$ cat config.mk
export PLATFORM = sky130hd
export DESIGN_NAME = charger_config_register_bank
export DESIGN_NICKNAME = d
export VERILOG_FILES = /design/src/shared/charger_cfg_pkg.sv /design/src/core/i2c_pin_sync.sv /design/src/core/charger_config_register_bank.sv
export SDC_FILE = /design/constraint.sdc
export NUM_CORES = 1
export LEC_CHECK = 0
export ABC_AREA = 1
export BUFFER_PORTS_ARGS = -buffer_cell sky130_fd_sc_hd__buf_2
export CAP_MARGIN = 30
export CORE_ASPECT_RATIO = 1.2
export CORE_UTILIZATION = 45
export CTS_CLUSTER_DIAMETER = 200
export DETAILED_ROUTE_END_ITERATION = 8
export HOLD_SLACK_MARGIN = 0.05
export SETUP_SLACK_MARGIN = 0.3
export SLEW_MARGIN = 40
export SYNTH_ARGS = -nofsm -noshare
export SYNTH_HDL_FRONTEND = slang
export SYNTH_SLANG_ARGS = --single-unit
$ cat constraint.sdc
create_clock -name i_ref_clk -period 2.5 [get_ports i_ref_clk]
set_input_delay 0.375 -clock i_ref_clk [delete_from_list [all_inputs] [get_ports i_ref_clk]]
set_output_delay 0.375 -clock i_ref_clk [all_outputs]
set_load 0.1 [all_outputs]
$ cat src/shared/charger_cfg_pkg.sv
package charger_cfg_pkg;

  // Serial interface identity and address space.
  localparam logic [6:0] SLAVE_ADDR = 7'h4b;
  localparam int NUM_REGS = 14;
  localparam logic [7:0] LAST_OFFSET = 8'h0d;
  localparam logic [7:0] BEYOND_MAP_VALUE = 8'hff;

  // Register offsets.
  localparam logic [7:0] OFS_CHARGE_VOLTAGE_LIMIT = 8'h00;
  localparam logic [7:0] OFS_FAST_CHARGE_CURRENT_LIMIT = 8'h01;
  localparam logic [7:0] OFS_INPUT_VOLTAGE_FLOOR = 8'h02;
  localparam logic [7:0] OFS_INPUT_CURRENT_CAP = 8'h03;
  localparam logic [7:0] OFS_RESERVED_SLOT_FOUR = 8'h04;
  localparam logic [7:0] OFS_CHARGER_CONTROL_FIRST = 8'h05;
  localparam logic [7:0] OFS_CHARGER_CONTROL_SECOND = 8'h06;
  localparam logic [7:0] OFS_INTERRUPT_CONDITION_STATE = 8'h07;
  localparam logic [7:0] OFS_FAULT_CONDITION_STATE = 8'h08;
  localparam logic [7:0] OFS_INTERRUPT_EVENT_LATCH = 8'h09;
  localparam logic [7:0] OFS_FAULT_EVENT_LATCH = 8'h0a;
  localparam logic [7:0] OFS_INTERRUPT_EVENT_MASK = 8'h0b;
  localparam logic [7:0] OFS_FAULT_EVENT_MASK = 8'h0c;
  localparam logic [7:0] OFS_PART_IDENTIFICATION = 8'h0d;

  // Values after reset, writable bits, and bits restored by watchdog expiry, by offset.
  localparam logic [7:0] RESET_VALUE [NUM_REGS] = '{8'haa, 8'h46, 8'h04, 8'h13, 8'h03,
    8'h9d, 8'h33, 8'h00, 8'h00, 8'h00, 8'h00, 8'h00, 8'h00, 8'h00};
  localparam logic [7:0] WRITE_MASK [NUM_REGS] = '{8'hff, 8'h7f, 8'h7f, 8'h3f, 8'h00,
    8'hff, 8'h3b, 8'h00, 8'h00, 8'h00, 8'h00, 8'hff, 8'hff, 8'hff};
  localparam logic [7:0] WDT_MASK [NUM_REGS] = '{8'hff, 8'hff, 8'h00, 8'h00, 8'hff,
    8'hff, 8'hfc, 8'h00, 8'h00, 8'h00, 8'h00, 8'h00, 8'h00, 8'h00};

  // Code limits of the three clamped charger limit fields.
  localparam logic [6:0] FCC_CODE_MAX = 7'h78;
  localparam logic [6:0] FCC_CODE_MIN = 7'h06;
  localparam logic [6:0] VIN_FLOOR_CODE_MAX = 7'h65;
  localparam logic [5:0] IIN_CAP_CODE_MAX = 6'h1f;

  // Bus rates; oversampling at the core clock covers both.
  localparam int CORE_CLK_HZ = 250_000_000;
  localparam int STANDARD_RATE_BPS = 100_000;
  localparam int FAST_RATE_BPS = 400_000;
  localparam int FAST_HALF_BIT_CYCLES = CORE_CLK_HZ / (2 * FAST_RATE_BPS);

  typedef enum logic [2:0] {
    st_idle, st_addr, st_reg, st_wdata, st_ack, st_tx, st_tack
  } serial_state_e;

endpackage

$ cat src/core/i2c_pin_sync.sv
`timescale 1ns/10ps
module i2c_pin_sync
  import charger_cfg_pkg::*;
(
  input wire logic i_ref_clk,
  input wire logic i_nrst,
  input wire logic i_scl,
  input wire logic i_sda,
  output logic o_scl_rise,
  output logic o_scl_fall,
  output logic o_start,
  output logic o_stop,
  output logic o_sda
);

  logic scl_meta;
  logic scl_sync;
  logic scl_last;
  logic sda_meta;
  logic sda_sync;
  logic sda_last;

  // Both lines take the same path so their relative order survives the crossing.
  // A fast-rate half bit spans FAST_HALF_BIT_CYCLES, far more than the two-cycle lag.
  always_ff @(posedge i_ref_clk or negedge i_nrst) begin
    if (!i_nrst) begin
      scl_meta <= 1'b1;
      scl_sync <= 1'b1;
      scl_last <= 1'b1;
      sda_meta <= 1'b1;
      sda_sync <= 1'b1;
      sda_last <= 1'b1;
    end else begin
      scl_meta <= i_scl;
      scl_sync <= scl_meta;
      scl_last <= scl_sync;
      sda_meta <= i_sda;
      sda_sync <= sda_meta;
      sda_last <= sda_sync;
    end
  end

  assign o_scl_rise = scl_sync && !scl_last;
  assign o_scl_fall = !scl_sync && scl_last;
  assign o_start = scl_sync && scl_last && sda_last && !sda_sync;
  assign o_stop = scl_sync && scl_last && !sda_last && sda_sync;
  assign o_sda = sda_sync;

endmodule

$ cat src/core/charger_config_register_bank.sv
`timescale 1ns/10ps
module charger_config_register_bank
  import charger_cfg_pkg::*;
#(
  // Arbitrary neutral identification value.
  parameter logic [7:0] PART_ID = 8'h5a
) (
  input wire logic i_ref_clk,
  input wire logic i_nrst,
  input wire logic i_scl,
  input wire logic i_sda,
  output logic o_sda,
  output logic o_sda_oe_n,
  input wire logic i_reg_reset,
  input wire logic i_wdt_expire,
  input wire logic [7:0] i_interrupt_condition_state,
  input wire logic [7:0] i_fault_condition_state,
  input wire logic [7:0] i_interrupt_event_latch,
  input wire logic [7:0] i_fault_event_latch,
  output logic [7:0] o_charge_voltage_code,
  output logic [6:0] o_fast_charge_current_code,
  output logic [6:0] o_input_voltage_floor_code,
  output logic [5:0] o_input_current_cap_code
);

  logic scl_rise;
  logic scl_fall;
  logic bus_start;
  logic bus_stop;
  logic sda_in;
  serial_state_e state;
  serial_state_e after_ack;
  serial_state_e next_after;
  logic [3:0] bitcnt;
  logic [7:0] shreg;
  logic [7:0] ptr;
  logic [7:0] tx_byte;
  logic [7:0] next_tx_byte;
  logic byte_done;
  logic byte_ok;
  logic wr_en;
  logic [7:0] cfg [NUM_REGS];

  i2c_pin_sync i_i2c_pin_sync (
    .i_ref_clk(i_ref_clk),
    .i_nrst(i_nrst),
    .i_scl(i_scl),
    .i_sda(i_sda),
    .o_scl_rise(scl_rise),
    .o_scl_fall(scl_fall),
    .o_start(bus_start),
    .o_stop(bus_stop),
    .o_sda(sda_in)
  );

  function automatic logic [7:0] reset_of(input int idx);
    if (idx == int'(OFS_PART_IDENTIFICATION)) begin
      return PART_ID;
    end
    return RESET_VALUE[idx];
  endfunction

  assign byte_done = scl_fall && bitcnt == 4'd8;

  always_comb begin
    byte_ok = 1'b0;
    next_after = st_idle;
    case (state)
      st_addr: begin
        byte_ok = shreg[7:1] == SLAVE_ADDR;
        next_after = shreg[0] ? st_tx : st_reg;
      end
      st_reg: begin
        byte_ok = shreg <= LAST_OFFSET;
        next_after = st_wdata;
      end
      st_wdata: begin
        byte_ok = ptr <= LAST_OFFSET;
        next_after = st_wdata;
      end
      default: begin
        byte_ok = 1'b0;
        next_after = st_idle;
      end
    endcase
  end

  assign wr_en = state == st_wdata && byte_done && byte_ok;

  // Status and latch offsets come straight from the charger core.
  always_comb begin
    case (ptr)
      OFS_INTERRUPT_CONDITION_STATE: next_tx_byte = i_interrupt_condition_state;
      OFS_FAULT_CONDITION_STATE: next_tx_byte = i_fault_condition_state;
      OFS_INTERRUPT_EVENT_LATCH: next_tx_byte = i_interrupt_event_latch;
      OFS_FAULT_EVENT_LATCH: next_tx_byte = i_fault_event_latch;
      default: begin
        if (ptr > LAST_OFFSET) begin
          next_tx_byte = BEYOND_MAP_VALUE;
        end else begin
          next_tx_byte = cfg[ptr[3:0]];
        end
      end
    endcase
  end

  // Start and stop override every state, so a repeated start needs no special path.
  always_ff @(posedge i_ref_clk or negedge i_nrst) begin
    if (!i_nrst) begin
      state <= st_idle;
      after_ack <= st_idle;
      bitcnt <= 4'h0;
      shreg <= 8'h00;
      tx_byte <= 8'h00;
      o_sda_oe_n <= 1'b1;
    end else if (bus_stop) begin
      state <= st_idle;
      o_sda_oe_n <= 1'b1;
    end else if (bus_start) begin
      state <= st_addr;
      bitcnt <= 4'h0;
      o_sda_oe_n <= 1'b1;
    end else begin
      case (state)
        st_addr, st_reg, st_wdata: begin
          if (scl_rise && bitcnt < 4'd8) begin
            shreg <= {shreg[6:0], sda_in};
            bitcnt <= bitcnt + 4'd1;
          end else if (byte_done) begin
            bitcnt <= 4'h0;
            if (byte_ok) begin
              o_sda_oe_n <= 1'b0;
              after_ack <= next_after;
              state <= st_ack;
            end else begin
              state <= st_idle;
            end
          end
        end
        st_ack: begin
          if (scl_fall) begin
            bitcnt <= 4'h0;
            state <= after_ack;
            if (after_ack == st_tx) begin
              tx_byte <= next_tx_byte;
              o_sda_oe_n <= next_tx_byte[7];
            end else begin
              o_sda_oe_n <= 1'b1;
            end
          end
        end
        st_tx: begin
          if (scl_fall) begin
            if (bitcnt == 4'd7) begin
              o_sda_oe_n <= 1'b1;
              state <= st_tack;
            end else begin
              tx_byte <= {tx_byte[6:0], 1'b0};
              o_sda_oe_n <= tx_byte[6];
              bitcnt <= bitcnt + 4'd1;
            end
          end
        end
        st_tack: begin
          // A NACK from the master ends the read; an ACK asks for the next offset.
          if (scl_rise && sda_in) begin
            state <= st_idle;
          end else if (scl_fall) begin
            tx_byte <= next_tx_byte;
            o_sda_oe_n <= next_tx_byte[7];
            bitcnt <= 4'h0;
            state <= st_tx;
          end
        end
        default: begin
          o_sda_oe_n <= 1'b1;
        end
      endcase
    end
  end

  always_ff @(posedge i_ref_clk or negedge i_nrst) begin
    if (!i_nrst) begin
      o_sda <= 1'b0;
    end else begin
      o_sda <= 1'b0;
    end
  end

  always_ff @(posedge i_ref_clk or negedge i_nrst) begin
    if (!i_nrst) begin
      ptr <= 8'h00;
    end else if (!bus_stop && !bus_start) begin
      if (state == st_reg && byte_done && byte_ok) begin
        ptr <= shreg;
      end else if (wr_en) begin
        ptr <= ptr + 8'h01;
      end else if (state == st_tack && scl_rise && !sda_in) begin
        ptr <= ptr + 8'h01;
      end
    end
  end

  // Soft reset outranks watchdog expiry, which outranks a bus write in the same cycle.
  always_ff @(posedge i_ref_clk or negedge i_nrst) begin
    if (!i_nrst) begin
      for (int i = 0; i < NUM_REGS; i++) begin
        cfg[i] <= reset_of(i);
      end
    end else if (i_reg_reset) begin
      for (int i = 0; i < NUM_REGS; i++) begin
        cfg[i] <= reset_of(i);
      end
    end else if (i_wdt_expire) begin
      for (int i = 0; i < NUM_REGS; i++) begin
        cfg[i] <= (reset_of(i) & WDT_MASK[i]) | (cfg[i] & ~WDT_MASK[i]);
      end
    end else if (wr_en) begin
      for (int i = 0; i < NUM_REGS; i++) begin
        if (ptr[3:0] == i[3:0]) begin
          // Read-only and reserved bits keep their reset value.
          cfg[i] <= (shreg & WRITE_MASK[i]) | (reset_of(i) & ~WRITE_MASK[i]);
        end
      end
    end
  end

  always_ff @(posedge i_ref_clk or negedge i_nrst) begin
    if (!i_nrst) begin
      o_charge_voltage_code <= RESET_VALUE[0];
      o_fast_charge_current_code <= RESET_VALUE[1][6:0];
      o_input_voltage_floor_code <= RESET_VALUE[2][6:0];
      o_input_current_cap_code <= RESET_VALUE[3][5:0];
    end else begin
      o_charge_voltage_code <= cfg[0];
      if (cfg[1][6:0] > FCC_CODE_MAX) begin
        o_fast_charge_current_code <= FCC_CODE_MAX;
      end else if (cfg[1][6:0] < FCC_CODE_MIN) begin
        o_fast_charge_current_code <= 7'h00;
      end else begin
        o_fast_charge_current_code <= cfg[1][6:0];
      end
      if (cfg[2][6:0] > VIN_FLOOR_CODE_MAX) begin
        o_input_voltage_floor_code <= VIN_FLOOR_CODE_MAX;
      end else begin
        o_input_voltage_floor_code <= cfg[2][6:0];
      end
      if (cfg[3][5:0] > IIN_CAP_CODE_MAX) begin
        o_input_current_cap_code <= IIN_CAP_CODE_MAX;
      end else begin
        o_input_current_cap_code <= cfg[3][5:0];
      end
    end
  end

  undef_nack_a: assert property (
    @(posedge i_ref_clk) disable iff (!i_nrst)
    (state == st_reg && byte_done && shreg > LAST_OFFSET && !bus_start && !bus_stop)
      |=> (state == st_idle && o_sda_oe_n) [*3])
    else $error("undefined offset was not refused");

  write_ack_a: assert property (
    @(posedge i_ref_clk) disable iff (!i_nrst)
    (wr_en && !bus_start && !bus_stop) |=> !o_sda_oe_n && state == st_ack)
    else $error("write byte to a mapped offset was not acknowledged");

  ptr_step_a: assert property (
    @(posedge i_ref_clk) disable iff (!i_nrst)
    (state == st_tack && scl_rise && !sda_in && !bus_start && !bus_stop)
      |=> ptr == $past(ptr) + 8'h01)
    else $error("pointer did not advance after an acknowledged read byte");

  reset_vals_a: assert property (
    @(posedge i_ref_clk) $rose(i_nrst)
      |-> cfg[0] == 8'haa && cfg[1] == 8'h46 && cfg[2] == 8'h04 && cfg[3] == 8'h13)
    else $error("limit registers not at reset values");

  fcc_clamp_a: assert property (
    @(posedge i_ref_clk) disable iff (!i_nrst)
    (cfg[1][6:0] < 7'h06) ##1 (cfg[1][6:0] < 7'h06) |-> o_fast_charge_current_code == 7'h00)
    else $error("low current code was not forced to zero");

  vin_clamp_a: assert property (
    @(posedge i_ref_clk) disable iff (!i_nrst)
    (cfg[2][6:0] > 7'h65) |=> o_input_voltage_floor_code == 7'h65)
    else $error("voltage floor code was not clamped");

  iin_clamp_a: assert property (
    @(posedge i_ref_clk) disable iff (!i_nrst)
    (cfg[3][5:0] > 6'h1f) |=> o_input_current_cap_code == 6'h1f)
    else $error("current cap code was not clamped");

  wdt_keep_a: assert property (
    @(posedge i_ref_clk) disable iff (!i_nrst)
    (i_wdt_expire && !i_reg_reset)
      |=> cfg[0] == 8'haa && cfg[1] == 8'h46 && $stable(cfg[2]) && $stable(cfg[3]))
    else $error("watchdog restore touched the wrong registers");

  beyond_ff_a: assert property (
    @(posedge i_ref_clk) disable iff (!i_nrst)
    (state == st_tack && scl_fall && ptr > LAST_OFFSET && !bus_start && !bus_stop)
      |=> tx_byte == 8'hff && o_sda_oe_n)
    else $error("read beyond the map did not return all ones");

endmodule

==> impl_metrics.env, run 1 <==
export IMPL_status="complete, no violations"
export IMPL_grt_max_degree=63
export IMPL_grt_pass1_vias=5827
export IMPL_die_w_um=115
export IMPL_drive_gt1_frac=0.205
export IMPL_core_mm2=0.0150
export IMPL_nNetsFinal=1023
export IMPL_setup_violations=0
export IMPL_worstSetupPathType="reg -> reg"
export IMPL_ant_nets=0
export IMPL_seq_area_frac_synth=0.488
export IMPL_vdd_ir_drop_max_mv=0.325
export IMPL_syn_avg_cell_area_um2=7.73
export IMPL_n_antenna_cell=0
export IMPL_fmax_mhz=480
export IMPL_synth_edf_count=0
export IMPL_worstPathCellList="buf_4 > ha_2 > nand3_1 > a21oi_1 > nor2_2 > buf_4 > or2_2 > nand3_1 > nand2_1"
export IMPL_clk_path_buf_depth=2
export IMPL_hold_end="tx_byte[6]$_DFFE_PN0P_"
export IMPL_cts_tree="yes"
export IMPL_synth_seq_cells=133
export IMPL_cap_viol_max_count=0
export IMPL_initial_core_util=0.462
export IMPL_period_share=0.832
export IMPL_finalSetupTns_ns=0
export IMPL_die_h_um=138
export IMPL_row_count=49
export IMPL_vias_per_cell=5.16
export IMPL_clock_skew_ns=0.00870
export IMPL_end_kind="flop"
export IMPL_rsz0062_at_grt="no"
export IMPL_area_delta_synth_final_pct=19.1
export IMPL_path_max_fanout=15
export IMPL_portBuffers=66
export IMPL_yosys_cell_count_top_type="nand2_1"
export IMPL_synth_top_cells_by_area="dfrtp_1, dfstp_2, nand2_1, o21ai_0, nand3_1"
export IMPL_holdPathStages=5
export IMPL_min_path_type="in -> reg"
export IMPL_synthArstFlopShare=1.00
export IMPL_antenna_found_initial=0
export IMPL_grt_first_pass_wirelength_um=30300
export IMPL_ys_flop_type="dfrtp_1"
export IMPL_synthCells=897
export IMPL_slowest_delay_ns=0.41
export IMPL_power_density_mw_per_mm2=667
export IMPL_reg2reg_depth=9
export IMPL_gp_congestion=0.937
export IMPL_regToRegStartpoint="ptr[0]$_DFFE_PN0P_"
export IMPL_vias=6162
export IMPL_syn_area_mm2=0.00693
export IMPL_yosys_cell_types_count=39
export IMPL_synth_common_cells="nand2_1, inv_1, dfrtp_1, o21ai_0, nand3_1"
export IMPL_yosysWarnings=0
export IMPL_post_drt_wl_per_cell_um=16.0
export IMPL_crit_arrival_ns=2.39
export IMPL_critPathLaunchType="flop"
export IMPL_initialDrtViolationCount=513
export IMPL_ios=68
export IMPL_worst_path_max_delay_cell="dfrtp_1"
export IMPL_cts_buffers=17
export IMPL_first_pass_iters=5
export IMPL_hold_start="i_interrupt_event_latch[6]"
export IMPL_post_synth_top_area_cell="dfrtp_1"
export IMPL_clk_latency_ns=0.43
export IMPL_slew_viol_final=0
export IMPL_cp_data_required_time_ns=2.81
export IMPL_synth_top_area_frac=0.328
export IMPL_drc=0
export IMPL_clock_sinks=133
export IMPL_hold_viol=0
export IMPL_clkTransAtPathRegs_ns=0.06
export IMPL_totalWireLength_um=19100
export IMPL_r2r_end="tx_byte[1]$_DFFE_PN0P_"
export IMPL_die_area_mm2=0.0159
export IMPL_r2r_slack_ns=0.42
export IMPL_gr_total_overflow=0
export IMPL_grt_use_total=0.256
export IMPL_p_leak_nw=3.97
export IMPL_place_hpwl_um=14200
export IMPL_slew_headroom=0.462
export IMPL_fin_crit_ns=2.08
export IMPL_p_total_mw=5.50
export IMPL_tightest_slew_ns=0.804
export IMPL_clockRootBuffer="clkbuf_16"
export IMPL_cts_max_level=4
-- critical path, delay by kind of cell, from the launching register on --
| family | cells | cell delay, ns |
|---|---|---|
| compound gates | 1 | 0.19 |
| simple gates | 5 | 0.70 |
| buf+inv | 2 | 0.41 |
| fa+ha+maj | 1 | 0.26 |
| flops | 1 | 0.41 |
-- area by class of cell --
type                            count  area (um2)
Tap cell                          204         255
Timing Repair Buffer               93         584
Clock buffer                       19         433
Sequential cell                   133        3380
Fill cell                        1413        6760
Clock inverter                     13         193
Multi-Input combinational cell    624        3000
Inverter                          109         412
-- placed cells by master, fill, tap and decap left out, drive strengths merged --
master       netlist  routed
nand4             23      23
clkinv             2       3
o211ai             8       8
clkbuf            16      19
dfstp             42      42
nand2            269     269
a22oi              3       3
conb               1       2
dfrtp             91      91
clkinvlp           0       1
nor3               9       9
nor2              70      70
nor4               1       1
or2                5       5
inv              107     114
ha                 7       7
xnor2              3       3
a21oi             22      22
o22ai              4       4
nand3             86      86
o21bai             1       1
o21ai            102     102
o31ai              1       1
nand3b             1       1
buf               16      90
dlygate4sd3        0       3
bufinv             0       4
a31oi              3       3
xor2               4       4
-- metrics by stage --
stage	hold WS (ns)	utilization	setup WS, ns	instance area (um2)	instances
after floorplan	0.0794	-	0.369	6940	898
after global placement	0.347	0.501	0.426	7520	1155
after detailed placement	0.349	0.501	0.390	7520	1155
after CTS	0.334	0.544	0.327	8180	1190
after global routing	0.359	0.550	0.315	8260	1195
final	0.338	0.550	0.419	8260	1195
-- kinds of logic after synthesis --
family | share of synthesized area
buffers and inverters | 0.0846
AND/OR/NAND/NOR | 0.295
other | 0.000541
adder cells (fa/ha/maj) | 0.0126
XOR/XNOR | 0.00884
flip-flops | 0.488
AO/OA/AOI/OAI | 0.110
-- registers in the layout (all words and copies together) (netlist names) --
signal	flops
ptr	8
i_i2c_pin_sync.scl_meta	1
i_i2c_pin_sync.scl_last	1
shreg	8
i_i2c_pin_sync.scl_sync	1
o_fast_charge_current_code	7
o_charge_voltage_code	8
o_sda_oe_n	1
cfg	65
bitcnt	4
tx_byte	7
state	3
o_input_voltage_floor_code	7
o_input_current_cap_code	6
i_i2c_pin_sync.sda_last	1
i_i2c_pin_sync.sda_meta	1
after_ack	3
i_i2c_pin_sync.o_sda	1
-- layer usage --
layer  share of wire  wire length (um)  up-vias  global-route usage
li1                -                 -     3052                   -
met1            0.41              7820     2871               0.309
met2            0.50              9470      189               0.425
met3           0.049               944       50              0.0520
met4           0.044               844        0               0.148
met5               0                 0        -                   0
-- worst max-delay path by stage --
stage	start	endpoint	cells after the start
3_3_place_gp	ptr[0]$_DFFE_PN0P_	tx_byte[1]$_DFFE_PN0P_	9
5_1_grt	ptr[0]$_DFFE_PN0P_	cfg[106]$_DFFE_PN0P_	10
4_1_cts	ptr[0]$_DFFE_PN0P_	cfg[108]$_DFFE_PN0P_	10
2_1_floorplan	ptr[0]$_DFFE_PN0P_	ptr[1]$_DFFE_PN0P_	13
6_report	ptr[0]$_DFFE_PN0P_	tx_byte[1]$_DFFE_PN0P_	9
3_5_place_dp	ptr[0]$_DFFE_PN0P_	cfg[106]$_DFFE_PN0P_	9
-- repair_timing --
item | in CTS | in global routing
resized for setup | 0 | 11
hold buffers | 3 | 0
setup buffers | 0 | 5
endpoints found under the setup margin | 0 | 48
endpoints found under the hold margin | 43 | 0
-- power by group --
group	switching, mW	internal, mW	total (mW)	leakage (nW)
clock	1.00	1.69	2.69	0.305
sequential	0.0444	2.27	2.32	1.67
combinational	0.385	0.112	0.497	1.99
Power figures use the tool's default switching activity.
==> inputs of run 2 (changes only) <==
- clock period: 2.5 -> 2.1 ns (I/O delays scaled with it)
==> run 2 against run 1 <==
Net effect: non-clock buffer count is 57 higher; via count rose by 8.5%; final area increased by 15%; maximum frequency grew 12%; critical path depth rose by 1; global-route usage is 1.3 points higher; worst setup slack worse by 0.18 ns; cell count is 5.2% higher; worst hold slack got worse by 0.083 ns; clock-buffer cell count decreased by 2; critical path type unchanged.
==> impl_metrics.env, run 2 (synthesized netlist as in run 1, its figures left out) <==
export IMPL_cap_viol_max_count=0
export IMPL_rsz0062_at_grt="yes"
export IMPL_p_total_mw=6.55
export IMPL_largest_reg_flops=65
export IMPL_tightest_slew_ns=0.965
export IMPL_clk_latency_ns=0.43
export IMPL_slowest_delay_ns=0.47
export IMPL_clockRootBuffer="clkbuf_16"
export IMPL_end_kind="flop"
export IMPL_fin_crit_ns=1.86
export IMPL_fill_cells=1318
export IMPL_cts_buffers=17
export IMPL_gp_congestion=0.878
export IMPL_period_share=0.885
export IMPL_critPathLaunchType="flop"
export IMPL_first_pass_iters=6
export IMPL_worstSetupPathType="reg -> reg"
export IMPL_antenna_found_initial=0
export IMPL_die_h_um=138
export IMPL_die_w_um=115
export IMPL_clkTransAtPathRegs_ns=0.06
export IMPL_status="complete, no violations"
export IMPL_vdd_ir_drop_max_mv=0.580
export IMPL_totalWireLength_um=21400
export IMPL_path_max_fanout=8
export IMPL_core_mm2=0.0150
export IMPL_power_density_mw_per_mm2=691
export IMPL_drive_gt1_frac=0.346
export IMPL_grt_max_degree=50
export IMPL_vias=6684
export IMPL_grt_pass1_vias=6067
export IMPL_nNetsFinal=1085
export IMPL_cp_data_required_time_ns=2.45
export IMPL_portBuffers=66
export IMPL_area_delta_synth_final_pct=36.7
export IMPL_placed_cells=1178
export IMPL_initial_core_util=0.462
export IMPL_top_register="cfg"
export IMPL_initialDrtViolationCount=506
export IMPL_ant_nets=0
export IMPL_fin_cells=1257
export IMPL_min_path_type="in -> reg"
export IMPL_gr_total_overflow=0
export IMPL_place_hpwl_um=14600
export IMPL_n_antenna_cell=0
export IMPL_setup_violations=0
export IMPL_final_common_cell="nand2_1"
export IMPL_hold_viol=0
export IMPL_drc=0
export IMPL_clock_sinks=133
export IMPL_row_count=49
export IMPL_slew_viol_final=0
export IMPL_crit_arrival_ns=2.21
export IMPL_grt_first_pass_wirelength_um=32000
export IMPL_grt_use_total=0.269
export IMPL_slew_headroom=0.356
export IMPL_clk_path_buf_depth=2
export IMPL_placed_cell_area_mm2=0.00781
export IMPL_worst_path_max_delay_cell="dfrtp_2"
export IMPL_ios=68
export IMPL_worst_path_dominant_cell_family="simple AND/OR/NAND/NOR gates"
export IMPL_p_leak_nw=4.39
export IMPL_post_drt_wl_per_cell_um=17.1
export IMPL_fmax_mhz=538
export IMPL_die_area_mm2=0.0159
export IMPL_final_cell_mix="nand2_1, inv_1, dfrtp_1"
export IMPL_vias_per_cell=5.32
export IMPL_crit_top_cell="nand3_4"
export IMPL_cts_max_level=4
export IMPL_clock_skew_ns=0.00835
export IMPL_cts_tree="yes"
export IMPL_finalSetupTns_ns=0
export IMPL_worstPathCellList="inv_4 > nand3_4 > o21ai_4 > nand3_4 > nand2_8 > buf_6 > nand3_4 > nand2_4 > nand2_1 > o21ai_0"
export IMPL_fin_area_mm2=0.00948
export IMPL_path_buf_inv=2
export IMPL_fin_hold_ws_ns=0.255
## run 2: repair_timing
item	4_1_cts	5_1_grt
resized for setup	36	150
hold endpoints to repair	32	0
setup endpoints to repair	84	97
gates cloned	3	4
hold buffers	3	0
buffers inserted	6	31
pin swaps	6	30
## run 2: area by class of cell
type                            instances  area [um2]  area share
Sequential cell                       133        3390       0.357
Inverter                              109         440      0.0465
Multi-Input combinational cell        629        3660       0.387
Clock buffer                           17         425      0.0449
Timing Repair Buffer                  150        1130       0.119
Tap cell                              204         255      0.0269
Clock inverter                         15         180      0.0190
## run 2: where the power goes
group | internal, mW | switching, mW
logic | 0.194 | 0.514
registers | 2.71 | 0.0561
clock network | 1.80 | 1.28
## run 2: worst register-to-register path, delay by kind of cell, from the launching register on
kind,cells,cell delay [ns]
simple gates,6,0.78
flops,1,0.47
buf+inv,2,0.26
compound gates,2,0.26
## run 2: worst paths after layout
check | from | cells after the start | slack, ns | to
hold reg to reg | i_i2c_pin_sync.sda_meta$_DFF_PN1_ | 0 | 0.36 | i_i2c_pin_sync.o_sda$_DFF_PN1_
hold / removal | i_interrupt_event_latch[0] | 5 | 0.26 | tx_byte[0]$_DFFE_PN0P_
setup / recovery | state[2]$_DFFE_PN0P_ | 10 | 0.24 | cfg[7]$_DFFE_PN0P_
setup reg to reg | state[2]$_DFFE_PN0P_ | 10 | 0.24 | cfg[7]$_DFFE_PN0P_
max in group asynchronous | i_nrst | 3 | 1.03 | o_input_current_cap_code[4]$_DFF_PN1_
min in group asynchronous | i_nrst | 2 | 0.39 | o_charge_voltage_code[6]$_DFF_PN0_
## run 2: metrics by stage
step	setup WS, ns	util
global placement	0.0966	0.520
detailed placement	0.0618	0.520
finish	0.242	0.631
CTS	0.263	0.575
global route	0.173	0.631
floorplan	0.255	-
## run 2: layer usage
metal  wire [um]  track usage  up-vias
li1            -            -     3204
met1        9100        0.345     3173
met2       10600        0.447      258
met3        1100       0.0476       49
met4         675        0.114        0
met5           0            0        -
